[config.mk]
export PLATFORM = sky130hd
export DESIGN_NAME = urp_root_port
export DESIGN_NICKNAME = d
export VERILOG_FILES = /design/src/rtl/urp_pkg.sv /design/src/rtl/urp_root_port.sv /design/src/rtl/urp_reset_timer.sv
export VERILOG_INCLUDE_DIRS = /design/src /design/src/rtl
export SDC_FILE = /design/constraint.sdc
export NUM_CORES = 1
export LEC_CHECK = 0
export BUFFER_PORTS_ARGS = -buffer_cell sky130_fd_sc_hd__buf_2
export CORE_ASPECT_RATIO = 0.9
export CORE_MARGIN = 1
export CORE_UTILIZATION = 50
export DETAILED_ROUTE_END_ITERATION = 10
export GPL_ROUTABILITY_DRIVEN = 0
export GPL_TIMING_DRIVEN = 0
export PLACE_DENSITY = 0.76
export REMOVE_ABC_BUFFERS = 1
export SYNTH_ARGS = -nofsm -noshare
export SYNTH_HDL_FRONTEND = slang
export SYNTH_SLANG_ARGS = --single-unit
[constraint.sdc]
create_clock -name clock -period 3.43 [get_ports clock]
set_input_delay 0.5145 -clock clock [delete_from_list [all_inputs] [get_ports clock]]
set_output_delay 0.5145 -clock clock [all_outputs]
set_load 0.02 [all_outputs]
[src/rtl/urp_cfg.svh]
// Purpose: offsets, field positions, reset values and timing counts
// Assumes: Avalon-MM word addressing at byte offsets, 25 MHz clock
// Notes:   included by the port block and its timer
`ifndef URP_CFG_SVH
`define URP_CFG_SVH

// ==========================================
// register byte offsets
`define URP_OFS_PORT_STATUS  8'h00
`define URP_OFS_CONFIG       8'h04
`define URP_OFS_IRQ_STATUS   8'h08
`define URP_OFS_IRQ_CLEAR    8'h0c
`define URP_OFS_IRQ_ENABLE   8'h10

// ==========================================
// port status field positions
`define URP_BIT_CONNECTED    0
`define URP_BIT_ENABLED      1
`define URP_BIT_SUSPENDED    2
`define URP_BIT_RESET        4
`define URP_BIT_POWER_ON     8
`define URP_BIT_POWER_OFF    9
`define URP_BIT_CONN_CHG     16
`define URP_BIT_RST_DONE     20

// config register fields
`define URP_BIT_SCHEME       0
`define URP_BIT_MASK         1
`define URP_BIT_ALL_ON       2
`define URP_BIT_ALL_OFF      3
`define URP_BIT_NO_SWITCHING 4

// irq event positions
`define URP_IRQ_RST_DONE     0
`define URP_IRQ_CONN_CHG     1
`define URP_IRQ_OVERCURRENT  2
`define URP_IRQ_W            3

// ==========================================
// reset values
`define URP_RST_CONFIG       5'h00
`define URP_RST_IRQ_ENABLE   3'h0

// ==========================================
// timing
`define URP_RESET_MS         10
`define URP_CLOCK_KHZ        25000
`define URP_RESET_CYCLES     (`URP_RESET_MS * `URP_CLOCK_KHZ)

`endif

[src/rtl/urp_pkg.sv]
// Purpose: types of the root port power and reset block
// Assumes: nothing
// Notes:   constants live in urp_cfg.svh
package urp_pkg;
  typedef enum logic [1:0] {
    URP_RST_IDLE  = 2'b01,
    URP_RST_DRIVE = 2'b10
  } urp_rst_state_t;
endpackage

[src/rtl/urp_root_port.sv]
// Functional notes
// - power status bit reads 1 when port powered, 0 when off.
// - overcurrent detection clears the power status bit.
// - global scheme: only all-ports on/off commands change power.
// - per-port scheme with mask set: only single-port commands act.
// - per-port scheme with mask clear: only all-ports commands act.
// - power off clears connected, enabled, suspended and reset status.
// - writing 1 at bit 8 powers port; 0 does nothing.
// - without power switching the power bit always reads 1.
// - writing 1 at bit 4 starts reset; signalling while status 1.
// - reset end clears reset status; done flag sets one cycle later.
// - reset status never set while no device connected.
// - reset request on empty port sets connection change flag.
// - only a 1 at bit 4 starts reset; 0 ignored.
// - done flag sets after 10 ms pulse; cleared by writing 1.
// - writing 1 at bit 9 powers port off; 0 does nothing.
//
// Purpose: power control and reset signalling of one root hub port
// Assumes: Avalon-MM slave, one clock, inputs synchronous
// Notes:   connect, enable and suspend come from neighbouring port logic
//
// The implementer's own choices: the register offsets and register access over Avalon-MM.
`timescale 1ns/100ps
`include "urp_cfg.svh"

module urp_root_port
  import urp_pkg::*;
#(
  parameter int unsigned RESET_CYCLES = `URP_RESET_CYCLES
) (
  input  wire logic        clock,
  input  wire logic        arst_n,
  input  wire logic [7:0]  address,
  input  wire logic        read,
  input  wire logic        write,
  input  wire logic [3:0]  byteenable,
  input  wire logic [31:0] writedata,
  output logic [31:0]      readdata,
  output logic             waitrequest,
  output logic [1:0]       response,
  input  wire logic        device_connected,
  input  wire logic        port_enabled,
  input  wire logic        port_suspended,
  input  wire logic        overcurrent,
  output logic             port_power_state,
  output logic             port_reset_active,
  output logic             usb_reset_drive,
  output logic             port_status_clear,
  output logic             irq
);

  logic                    powered;
  logic                    reset_done_flag;
  logic                    conn_change_flag;
  logic [4:0]              config_reg;
  logic [`URP_IRQ_W-1:0]   irq_status;
  logic [`URP_IRQ_W-1:0]   irq_enable;
  logic                    acked;
  logic                    wr_acc;
  logic [31:0]             wdata_m;
  logic                    timer_start;
  logic                    timer_abort;
  logic                    timer_active;
  logic                    timer_done;
  logic                    ps_write;
  logic                    cfg_write;
  logic                    single_cmd_ok;
  logic                    global_cmd_ok;
  logic                    power_on_req;
  logic                    power_off_req;
  logic                    next_powered;
  logic                    conn_chg_set;
  logic                    oc_prev;
  logic                    oc_rise;
  logic                    irq_clr_write;
  logic                    irq_en_write;
  logic                    reset_cmd;
  logic                    rst_done_clr;
  logic                    conn_chg_clr;
  logic [31:0]             status_word;

  // byte-lane mask of a write
  function automatic logic [31:0] lane_mask(input logic [3:0] be);
    lane_mask = {{8{be[3]}}, {8{be[2]}}, {8{be[1]}}, {8{be[0]}}};
  endfunction

  // register select by byte offset
  function automatic logic reg_hit(input logic [7:0] addr, input logic [7:0] ofs);
    reg_hit = (addr == ofs);
  endfunction

  // ==========================================
  // bus handshake: one wait cycle, then accept
  // the wait cycle lets read data be registered before acceptance
  always_ff @(posedge clock or negedge arst_n) begin
    if (!arst_n) begin
      acked <= 1'b0;
    end else begin
      acked <= (read || write) && !acked;
    end
  end

  assign waitrequest   = (read || write) && !acked;
  assign wr_acc        = write && acked;
  assign wdata_m       = writedata & lane_mask(byteenable);
  assign ps_write      = wr_acc && reg_hit(address, `URP_OFS_PORT_STATUS);
  assign cfg_write     = wr_acc && reg_hit(address, `URP_OFS_CONFIG);
  assign irq_clr_write = wr_acc && reg_hit(address, `URP_OFS_IRQ_CLEAR);
  assign irq_en_write  = wr_acc && reg_hit(address, `URP_OFS_IRQ_ENABLE);
  assign reset_cmd     = ps_write && wdata_m[`URP_BIT_RESET];
  assign rst_done_clr  = ps_write && wdata_m[`URP_BIT_RST_DONE];
  assign conn_chg_clr  = ps_write && wdata_m[`URP_BIT_CONN_CHG];

  // ==========================================
  // power command steering
  // scheme and mask select
  assign single_cmd_ok = config_reg[`URP_BIT_SCHEME] && config_reg[`URP_BIT_MASK];
  assign global_cmd_ok = !single_cmd_ok;

  assign power_on_req  = (ps_write && wdata_m[`URP_BIT_POWER_ON] && single_cmd_ok)
                      || (cfg_write && wdata_m[`URP_BIT_ALL_ON] && global_cmd_ok);
  assign power_off_req = (ps_write && wdata_m[`URP_BIT_POWER_OFF] && single_cmd_ok)
                      || (cfg_write && wdata_m[`URP_BIT_ALL_OFF] && global_cmd_ok);

  assign oc_rise = overcurrent && !oc_prev;

  always_comb begin
    next_powered = powered;
    if (power_on_req) begin
      next_powered = 1'b1;
    end
    // off wins when both commands come in one write
    if (power_off_req) begin
      next_powered = 1'b0;
    end
    if (overcurrent) begin
      next_powered = 1'b0;
    end
    if (config_reg[`URP_BIT_NO_SWITCHING]) begin
      next_powered = 1'b1;
    end
  end

  always_ff @(posedge clock or negedge arst_n) begin
    if (!arst_n) begin
      powered <= 1'b0;
      oc_prev <= 1'b0;
    end else begin
      powered <= next_powered;
      oc_prev <= overcurrent;
    end
  end

  assign port_power_state = powered;
  // clear port status on power loss
  assign port_status_clear = !powered;

  // ==========================================
  // port reset
  // start only on connected powered port
  assign timer_start = reset_cmd && device_connected
                    && powered && !timer_active;
  // power off or detach ends reset
  // a cut pulse gives no done event, so no false completion
  assign timer_abort = !powered || !device_connected;
  assign conn_chg_set = reset_cmd && !device_connected;

  urp_reset_timer #(
    .CYCLES (RESET_CYCLES)
  ) u_timer (
    .clock  (clock),
    .arst_n (arst_n),
    .start  (timer_start),
    .abort  (timer_abort),
    .active (timer_active),
    .done   (timer_done)
  );

  assign port_reset_active = timer_active;
  assign usb_reset_drive   = timer_active;

  // ==========================================
  // change flags, set wins over clear
  always_ff @(posedge clock or negedge arst_n) begin
    if (!arst_n) begin
      reset_done_flag <= 1'b0;
    end else if (timer_done) begin
      reset_done_flag <= 1'b1;
    end else if (rst_done_clr) begin
      reset_done_flag <= 1'b0;
    end
  end

  always_ff @(posedge clock or negedge arst_n) begin
    if (!arst_n) begin
      conn_change_flag <= 1'b0;
    end else if (conn_chg_set) begin
      conn_change_flag <= 1'b1;
    end else if (conn_chg_clr) begin
      conn_change_flag <= 1'b0;
    end
  end

  // ==========================================
  // configuration
  always_ff @(posedge clock or negedge arst_n) begin
    if (!arst_n) begin
      config_reg <= `URP_RST_CONFIG;
    end else if (cfg_write) begin
      config_reg[`URP_BIT_SCHEME]       <= wdata_m[`URP_BIT_SCHEME];
      config_reg[`URP_BIT_MASK]         <= wdata_m[`URP_BIT_MASK];
      config_reg[`URP_BIT_NO_SWITCHING] <= wdata_m[`URP_BIT_NO_SWITCHING];
      config_reg[`URP_BIT_ALL_ON]       <= 1'b0;
      config_reg[`URP_BIT_ALL_OFF]      <= 1'b0;
    end
  end

  // ==========================================
  // interrupts
  always_ff @(posedge clock or negedge arst_n) begin
    if (!arst_n) begin
      irq_status <= '0;
    end else begin
      for (int i = 0; i < `URP_IRQ_W; i++) begin
        if (irq_clr_write && wdata_m[i]) begin
          irq_status[i] <= 1'b0;
        end
      end
      if (timer_done) begin
        irq_status[`URP_IRQ_RST_DONE] <= 1'b1;
      end
      if (conn_chg_set) begin
        irq_status[`URP_IRQ_CONN_CHG] <= 1'b1;
      end
      if (oc_rise) begin
        irq_status[`URP_IRQ_OVERCURRENT] <= 1'b1;
      end
    end
  end

  always_ff @(posedge clock or negedge arst_n) begin
    if (!arst_n) begin
      irq_enable <= `URP_RST_IRQ_ENABLE;
    end else if (irq_en_write) begin
      irq_enable <= wdata_m[`URP_IRQ_W-1:0];
    end
  end

  assign irq = |(irq_status & irq_enable);

  // ==========================================
  // port status read word
  always_comb begin
    status_word = 32'h0;
    status_word[`URP_BIT_CONNECTED] = device_connected && powered;
    status_word[`URP_BIT_ENABLED]   = port_enabled && powered;
    status_word[`URP_BIT_SUSPENDED] = port_suspended && powered;
    status_word[`URP_BIT_RESET]     = timer_active;
    status_word[`URP_BIT_POWER_ON]  = powered || config_reg[`URP_BIT_NO_SWITCHING];
    status_word[`URP_BIT_CONN_CHG]  = conn_change_flag;
    status_word[`URP_BIT_RST_DONE]  = reset_done_flag;
  end

  // ==========================================
  // read data, registered in the wait cycle before acceptance
  always_ff @(posedge clock or negedge arst_n) begin
    if (!arst_n) begin
      readdata <= 32'h0;
      response <= 2'b00;
    end else if (read && !acked) begin
      readdata <= 32'h0;
      response <= 2'b00;
      unique case (address)
        `URP_OFS_PORT_STATUS: begin
          readdata <= status_word;
        end
        `URP_OFS_CONFIG: begin
          readdata[4:0] <= config_reg;
        end
        `URP_OFS_IRQ_STATUS: begin
          readdata[`URP_IRQ_W-1:0] <= irq_status;
        end
        `URP_OFS_IRQ_ENABLE: begin
          readdata[`URP_IRQ_W-1:0] <= irq_enable;
        end
        `URP_OFS_IRQ_CLEAR: begin
          readdata <= 32'h0;
        end
        default: begin
          response <= 2'b10;
        end
      endcase
    end
  end

endmodule

[src/rtl/urp_reset_timer.sv]
// Purpose: times the port reset pulse
// Assumes: start is a one-cycle pulse while idle
// Notes:   abort drops the pulse without a done event
`timescale 1ns/100ps
`include "urp_cfg.svh"

module urp_reset_timer
  import urp_pkg::*;
#(
  parameter int unsigned CYCLES = `URP_RESET_CYCLES
) (
  input  wire logic clock,
  input  wire logic arst_n,
  input  wire logic start,
  input  wire logic abort,
  output logic      active,
  output logic      done
);

  urp_rst_state_t state;
  logic [31:0]    count;

  // ==========================================
  // pulse sequencer
  always_ff @(posedge clock or negedge arst_n) begin
    if (!arst_n) begin
      state <= URP_RST_IDLE;
      count <= 32'h0;
      done  <= 1'b0;
    end else begin
      done <= 1'b0;
      unique case (state)
        URP_RST_IDLE: begin
          if (start && !abort) begin
            state <= URP_RST_DRIVE;
            count <= 32'(CYCLES - 1);
          end
        end
        URP_RST_DRIVE: begin
          if (abort) begin
            state <= URP_RST_IDLE;
          end else if (count == 32'h0) begin
            state <= URP_RST_IDLE;
            done  <= 1'b1;
          end else begin
            count <= count - 32'h1;
          end
        end
        default: begin
          state <= URP_RST_IDLE;
        end
      endcase
    end
  end

  assign active = (state == URP_RST_DRIVE);

endmodule

# Yosys cells after proc, flatten, opt, wreduce, memory -nomap -nowiden
# Index checks and enable logic that the tools add are counted.
# word_totals
ff_bits	83
inputBits	52
output_inout_bits	40
wordCells	113
# op_classes
n_addsub	1
eq_ne	10
muxes	29
n_bitwise	2
reduce_logical	56
# op_table
cell	count
$mux 32	3
$pmux 32 s2	1
$logic_not 32->1	1
$sub 32x1->32 const B	1
$logic_and 1x1->1	31
$and 21x21->21	1
$mux 1	17
$eq 8x4->1 const B	2
$mux 16	1
$pmux 3 s4	1
$reduce_bool 2->1	6
$eq 8x3->1 const B	1
$eq 8x5->1 const B	1
$logic_not 8->1	1
$mux 2	4
$pmux 2 s2	2
$logic_not 1->1	7
$logic_or 1x1->1	5
$reduce_or 5->1	1
$ne 2x2->1 const B	2
$reduce_and 4->1	1
$reduce_bool 4->1	1
$and 3x3->3	1
$ne 3x1->1 const B	1
5 further kinds	5

# Logic depth before layout (Yosys ltp)
# Gate-level depths: netlist of the first run.
# depth
depth_word	9
mapped_depth	9

# Cells and area by module
# Synthesis of the first run repeated with hierarchy kept, for this count alone.
# unflattened
hier_cells	363
hier_area_um2	3363.2
# modules_own_cells
module	n_inst	cells_each	area_per_inst_um2	seq_area_each_um2
urp_reset_timer	1	211	1946.9	877.1
urp_root_port	1	152	1416.4	550.5

# Worst setup path after synthesis of the first run
# OpenSTA, ideal clock, no wires.
# synth_timing
path_kind	reg2reg
startpoint	reg u_timer.count[0]
endpoint	reg u_timer.count[26]
setup_ns	0.124
arrival_ns	2.128
path_slack_ns	1.179
stages_incl_launch_ff	9
n_path_buf	1
synth_period_minus_slack_ns	2.251
cell_sequence	dfrtp_1 inv_1 ha_1 nor3b_1 and3_1 buf_2 nand3_1 o311a_1 a211o_1
# synth_between
elab_chain_len	4
word_cells_on_any_way	7
classes_between	add/sub (1); eq/ne (1); mux (3); reduce/logical (2)
# synth_rtl
item	line_no	text
start: declaration	urp_reset_timer.sv:21	logic [31:0] count;
start signal: assignment	urp_reset_timer.sv:36	count <= 32'(CYCLES - 1);
start signal: assignment	urp_reset_timer.sv:46	count <= count - 32'h1;
$sub 32x1->32	urp_reset_timer.sv:46	
$mux 32	urp_reset_timer.sv:42	end else if (count == 32'h0) begin
$mux 32	urp_reset_timer.sv:40	if (abort) begin
$pmux 32 s2	urp_reset_timer.sv:32	unique case (state)
# Several ways; a longest one is shown, not always the timed one. The select of a mux whose other input is x is not followed.
# A chain may end at the register's enable or synchronous reset.

# Worst setup path after layout of the first run
# layout_timing
startpoint	reg u_timer.state[0]
endpoint	reg u_timer.count[2]
# layout_between
elab_chain_len	6
word_cells_on_any_way	11
classes_between	eq/ne (5); mux (1); reduce/logical (5)
# layout_rtl
item	line_no	text
start: declaration	urp_reset_timer.sv:20	urp_rst_state_t state;
start signal: assignment	urp_reset_timer.sv:27	state <= URP_RST_IDLE;
start signal: assignment	urp_reset_timer.sv:35	state <= URP_RST_DRIVE;
start signal: assignment	urp_reset_timer.sv:41	state <= URP_RST_IDLE;
$eq 2x2->1	urp_reset_timer.sv:32, urp_reset_timer.sv:56	
$logic_not 1->1	urp_root_port.sv:162	&& powered && !timer_active;
$logic_and 1x1->1	urp_root_port.sv:162	
$logic_and 1x1->1	urp_reset_timer.sv:34	if (start && !abort) begin
$ne 2x1->1 (no line)	-	
$reduce_and 4->1 (no line)	-	
# Several ways; a longest one is shown, not always the timed one.

==> impl_metrics.json, run 1 <==
{
  "status": "complete, no violations",
  "drv_cap": 0,
  "grt_use_total_pct": 24.05,
  "p_per_area_mw_per_mm2": 363.8,
  "fmax_mhz": 309.3,
  "core_area_mm2": 0.006691,
  "cts_buffers": 9,
  "start_util_pct": 52.71,
  "synth_cells": 387,
  "drv_slew": 0,
  "finalSetupTns_ns": 0,
  "synth_flop_cell": "dfrtp_1",
  "crit_path_cell_trace": "nand2b_1 > inv_1 > nand4b_1 > nor4_4 > buf_8 > nor3_1 > o22a_2",
  "largest_register_ffs": 32,
  "path_max_fanout": 19,
  "first_global_vias": 2821,
  "tightestPinTransition_ns": 1.146,
  "num_rows": 28,
  "design_area_mm2": 0.003862,
  "drt_iter0_markers": 242,
  "slew_headroom_pct": 23.49,
  "top_regs": "u_timer.count: 32 flops, readdata: 7 flops",
  "vias": 3140,
  "hold_viol": 0,
  "nFillCells": 605,
  "antenna_found_initial": 0,
  "grt_pass1_wl_um": 13830,
  "ir_drop_mv": 0.2498,
  "startpoint_type": "flip-flop",
  "finalSetupViolations": 0,
  "area_growth_syn_to_layout_pct": 9.507,
  "cp.arrival_ns": 3.45,
  "portBuffers": 41,
  "avgSynthCellArea_um2": 9.114,
  "rsz0062_at_grt": "false",
  "path_class": "flip-flop to flip-flop",
  "via_per_inst": 6.097,
  "max_stage_delay_ns": 0.75,
  "grt_max_degree": 58,
  "drt_pass1_iterations": 5,
  "drc": 0,
  "cts_tree": "yes",
  "yosysSeqAreaShare_pct": 40.48,
  "routedWlPerCell_um": 16.19,
  "placed_area_mm2": 0.003664,
  "ctsHoldBuffers": 0,
  "finalPower_uw": 1405,
  "synth.cell_area_mm2": 0.003527,
  "fin_worst_skew_ns": 0.006527,
  "post-dp-hpwl_um": 5928,
  "p_leak_uw": 0.001810,
  "regArea_mm2": 0.001428,
  "drtAntennaViolNets": 0,
  "ys_types": 60,
  "ys_async_sr_fraction_pct": 100.0,
  "cts_buffer_depth": 2,
  "fin_nets": 474,
  "multi_input_area_mm2": 0.001843,
  "layout-drive-gt1-share_pct": 18.12,
  "fp.dieH_um": 81.68,
  "n_antenna_cell": 0,
  "endpoint_kind": "flip-flop",
  "die_area_mm2": 0.007394,
  "fin_crit_sh_pct": 94.25,
  "ctsRootBufferMaster": "clkbuf_8",
  "worstPathRequired_ns": 3.65,
  "clkSlewWorstSetupHoldPaths_ns": 0.07,
  "regMostFlops": "u_timer.count",
  "cts.sinks": 57,
  "hold_class": "input pin to asynchronous set/reset pin",
  "yosys_warnings": 0,
  "cpMaxStageDelayCell": "nor4_4",
  "die_w_um": 90.53,
  "clk_latency_ns": 0.33,
  "grt-ovfl-total": 0,
  "fin_crit_ns": 3.233,
  "drt_wl_total_um": 8338,
  "cts_htree_levels": 3,
  "synth_seq_cells": 57,
  "r2r_setup_slack_ns": 0.20,
  "synth_edf_count": 0,
  "ios": 92
}
[timing repair]
item / CTS / global route
gates resized for setup: 0 / 0
endpoints found under the setup margin: 0 / 3
setup buffers: 0 / 0
[path summary, 6_finish.rpt]
| path | from | to | depth (start not counted) |
|---|---|---|---|
| max | u_timer.state[0] | u_timer.count[2] | 7 |
| min | arst_n | u_timer.count[20] | 1 |
| max reg2reg | u_timer.state[0] | u_timer.count[2] | 7 |
| min reg2reg | oc_prev | irq_status[2] | 1 |
| max in group asynchronous | arst_n | u_timer.state[1] | 1 |
| min in group clock | overcurrent | oc_prev | 1 |
[worst max-delay path, delay by kind of cell (launching register included)]
kind | cells | cell delay (ns)
and+or+nand+nor | 4 | 1.64
DFF | 1 | 0.38
AOI/OAI and AO/OA | 1 | 0.26
buffers and inverters | 2 | 0.84
[power breakdown]
part           total (uW)  switching [uW]  internal, uW  leakage (uW)
Clock                 626             273           353     0.0000953
Sequential            685            7.38           678      0.000748
Combinational        93.8            70.1          23.7      0.000967
[per-layer routing]
metal	vias up	wire length [um]	share of wire, %	global-route usage (%)
li1	1474	-	-	-
met1	1520	3887	47	34.40
met2	132	3814	46	37.05
met3	14	537	6.4	4.537
met4	0	100	1.2	7.742
met5	-	0	0	0
[area by class of cell]
cell class | count | share of cell area (%)
flip-flops and latches | 57 | 36.96
multi-input cells | 294 | 47.72
clock buffers | 11 | 3.661
inverters | 16 | 1.555
repair buffers | 42 | 5.766
clock inverters | 5 | 1.425
well taps | 90 | 2.915
[metrics by stage]
step           hold WS, ns  setup slack (ns)  util [%]  instances
6_report            0.2306            0.1973     57.72        515
5_1_grt             0.2978           0.04464     57.72        515
4_1_cts             0.3206            0.1729     57.69        515
3_5_place_dp        0.4154            0.1660     54.75        499
3_3_place_gp        0.4083          -0.07624     54.53        498
2_1_floorplan       0.2189            0.5513         -        367
[cell usage after synthesis (2+ instances only)]
cell type	instances	share of area (%)
o41ai_1	3	0.75
nand2b_1	8	1.4
nand4_1	8	1.4
nor4_2	2	0.71
nor3_1	15	2.1
mux2i_1	6	1.7
a211o_1	2	0.50
inv_1	15	1.6
nor4_1	8	1.4
a22o_1	3	0.75
nor2b_1	2	0.35
nand4b_1	3	0.75
or4_1	10	2.1
nor2_1	28	3.0
clkbuf_1	10	1.1
ha_1	2	0.71
o22a_1	2	0.50
buf_4	29	6.2
and3_1	3	0.53
buf_2	4	0.57
nor2_2	2	0.35
o21a_1	4	0.85
nand3_1	11	1.6
a22oi_1	2	0.43
o31ai_1	31	6.6
nand2_1	42	4.5
dfrtp_1	56	40
or4_4	3	0.96
o21ai_1	2	0.28
o21ai_0	18	2.6
a222oi_1	2	0.57
nor4_4	6	3.6
or3_1	5	0.89
a31oi_1	4	0.71
a21oi_1	11	1.6
[logic make-up after synthesis]
kind of cell	count (synthesis)	share of synthesized area, %
adders and majority gates	2	0.7094
and+or+nand+nor	165	28.24
AOI/OAI and AO/OA	95	18.84
other	1	0.1063
DFF	57	40.48
muxes	6	1.703
buffers and inverters	61	9.932
[layout by cell type, fill, tap and decap left out, types with 3 or more instances in the layout]
cell type / synthesis / routed
a21oi_1: 11 / 11
a22o_1: 3 / 3
a31oi_1: 4 / 4
and3_1: 3 / 3
buf_2: 4 / 40
clkbuf_8: 0 / 10
conb_1: 1 / 26
dfrtp_1: 56 / 56
inv_1: 15 / 15
mux2i_1: 6 / 6
nand2_1: 42 / 42
nand2b_1: 8 / 8
nand3_1: 11 / 11
nand4_1: 8 / 8
nand4b_1: 3 / 3
nor2_1: 28 / 28
nor3_1: 15 / 15
nor4_1: 8 / 8
nor4_4: 6 / 6
o21a_1: 4 / 4
o21ai_0: 18 / 18
o31ai_1: 31 / 31
o41ai_1: 3 / 3
or3_1: 5 / 5
or4_1: 10 / 10
or4_4: 3 / 3
No activity file was read; power rests on OpenSTA's default activity.
==> inputs of run 2 (changes only) <==
CORE_UTILIZATION = 25   (was 50)
PLACE_DENSITY = 0.51   (was 0.76)
==> run 2 against run 1 <==
Wire length is 10% higher. Count of clock-buffer cells in the layout down 2. Critical endpoint unchanged. Core utilization is 27 points lower. Final area grew 6.4%. Critical path type unchanged.
==> impl_metrics.json, run 2 (synthesis gave the netlist of run 1 again) <==
{
  "post-dp-hpwl_um": 6550,
  "drv_cap": 0,
  "path_max_fanout": 19,
  "regArea_mm2": 0.001428,
  "mostFrequentLayoutCell": "dfrtp_1",
  "fin_hold_ws_ns": 0.2558,
  "fin_cells": 614,
  "vias": 3024,
  "area_growth_syn_to_layout_pct": 16.53,
  "top_regs": "u_timer.count: 32 flops, readdata: 7 flops",
  "cts_buffer_depth": 2,
  "finalSetupViolations": 0,
  "core_area_mm2": 0.01356,
  "grt-ovfl-total": 0,
  "status": "complete, no violations",
  "grt_pass1_wl_um": 14730,
  "p_per_area_mw_per_mm2": 425.3,
  "max_stage_delay_ns": 0.72,
  "hold_viol": 0,
  "first_global_vias": 2840,
  "layout-drive-gt1-share_pct": 18.35,
  "clkSlewWorstSetupHoldPaths_ns": 0.05,
  "worst-path-buf-inv": 2,
  "cts_tree": "yes",
  "ir_drop_mv": 0.2277,
  "layout_common_cells": "56 x dfrtp_1, 42 x nand2_1, 40 x buf_2, 31 x o31ai_1, 28 x nor2_1",
  "cts_buffers": 9,
  "nFillCells": 1439,
  "path_class": "flip-flop to flip-flop",
  "fp.dieH_um": 114.7,
  "crit_path_cell_trace": "nand2b_1 > inv_1 > nand4b_1 > nor4_4 > buf_8 > nor3_1 > o22a_2",
  "fmax_mhz": 313.0,
  "slew_headroom_pct": 22.31,
  "hold_class": "input pin to asynchronous set/reset pin",
  "cts.repair.resized": 0,
  "via_per_inst": 4.925,
  "largest_register_ffs": 32,
  "drt_wl_total_um": 9207,
  "num_rows": 40,
  "startpoint_type": "flip-flop",
  "post_cts_buffers": 0,
  "dp.cells": 598,
  "die_w_um": 127.2,
  "critical-path-top-delay-family": "simple AND/OR/NAND/NOR gates",
  "clk_latency_ns": 0.33,
  "p_leak_uw": 0.001870,
  "multi_input_area_mm2": 0.001843,
  "drtAntennaViolNets": 0,
  "ctsRootBufferMaster": "clkbuf_16",
  "ios": 92,
  "cp.arrival_ns": 3.42,
  "drt_pass1_iterations": 5,
  "grt_use_total_pct": 13.12,
  "portBuffers": 41,
  "cts_htree_levels": 3,
  "fin_nets": 474,
  "ctsHoldBuffers": 0,
  "n_antenna_cell": 0,
  "tightestPinTransition_ns": 1.164,
  "die_area_mm2": 0.01459,
  "fin_crit_ns": 3.195,
  "worstPathRequired_ns": 3.65,
  "drt_iter0_markers": 161,
  "fin_crit_sh_pct": 93.16,
  "drc": 0,
  "cts.sinks": 57,
  "regMostFlops": "u_timer.count",
  "antenna_found_initial": 0,
  "start_util_pct": 26.01,
  "rsz0062_at_grt": "false",
  "fin_worst_skew_ns": 0.004192,
  "grt_max_degree": 58,
  "cpMaxStageDelayCell": "nor4_4",
  "drv_slew": 0,
  "endpoint_kind": "flip-flop",
  "routedWlPerCell_um": 15.00
}
run 2: cell count changes in the layout (fill, tap and decap cells not counted):
cell        previous run  this run
clkbuf_16              0         9
bufinv_16              1         2
clkbuf_1               1         0
clkbuf_8              10         0
clkinv_4               0         2
clkinvlp_4             2         1
run 2: final cells by class:
class / count / share of cell area (%)
multi-input cells: 294 / 44.84
flip-flops and latches: 57 / 34.73
well taps: 189 / 5.753
clock buffers: 9 / 5.479
repair buffers: 42 / 5.419
clock inverters: 7 / 2.314
inverters: 16 / 1.461
run 2: final timing paths:
check	endpoint	depth (start not counted)	from	slack [ns]
worst max-delay path	u_timer.count[2]	7	u_timer.state[0]	0.23
worst min-delay path	readdata[16]	1	arst_n	0.26
worst min register to register	irq_status[2]	1	oc_prev	0.44
max in group asynchronous	irq_enable[0]	1	arst_n	2.66
worst max register to register	u_timer.count[2]	7	u_timer.state[0]	0.23
min in group clock	oc_prev	1	overcurrent	0.32
run 2: worst reg2reg max path, cell delays in order (launching register included):
cell	delay, ns
dfstp_2	0.38
nand2b_1	0.53
inv_1	0.59
nand4b_1	0.27
nor4_4	0.72
buf_8	0.26
nor3_1	0.08
o22a_2	0.26
run 2: power by group:
group	total [uW]	internal (uW)	switching, uW
clock	966	635	331
sequential	686	679	6.89
combinational	96.7	23.7	73.0
run 2: metal layers:
metal | up-vias | global-route usage (%) | routed length (um)
met5 | - | 0 | 0
met4 | 0 | 4.365 | 121
met3 | 13 | 3.551 | 449
met2 | 87 | 20.59 | 4126
met1 | 1457 | 17.44 | 4509
li1 | 1467 | - | -
run 2: metrics by stage:
step	area (um^2)	TNS [ns]	total power (uW)	setup slack (ns)	util, %
CTS	4108	0	1773	0.07938	30.29
finish	4110	0	1748	0.2346	30.30
floorplan	3331	0	749.4	0.5513	-
global route	4110	0	1809	0.02912	30.30
detailed placement	3787	0	795.1	0.1095	27.92
global placement	3772	-5.163	794.1	-0.2822	27.81
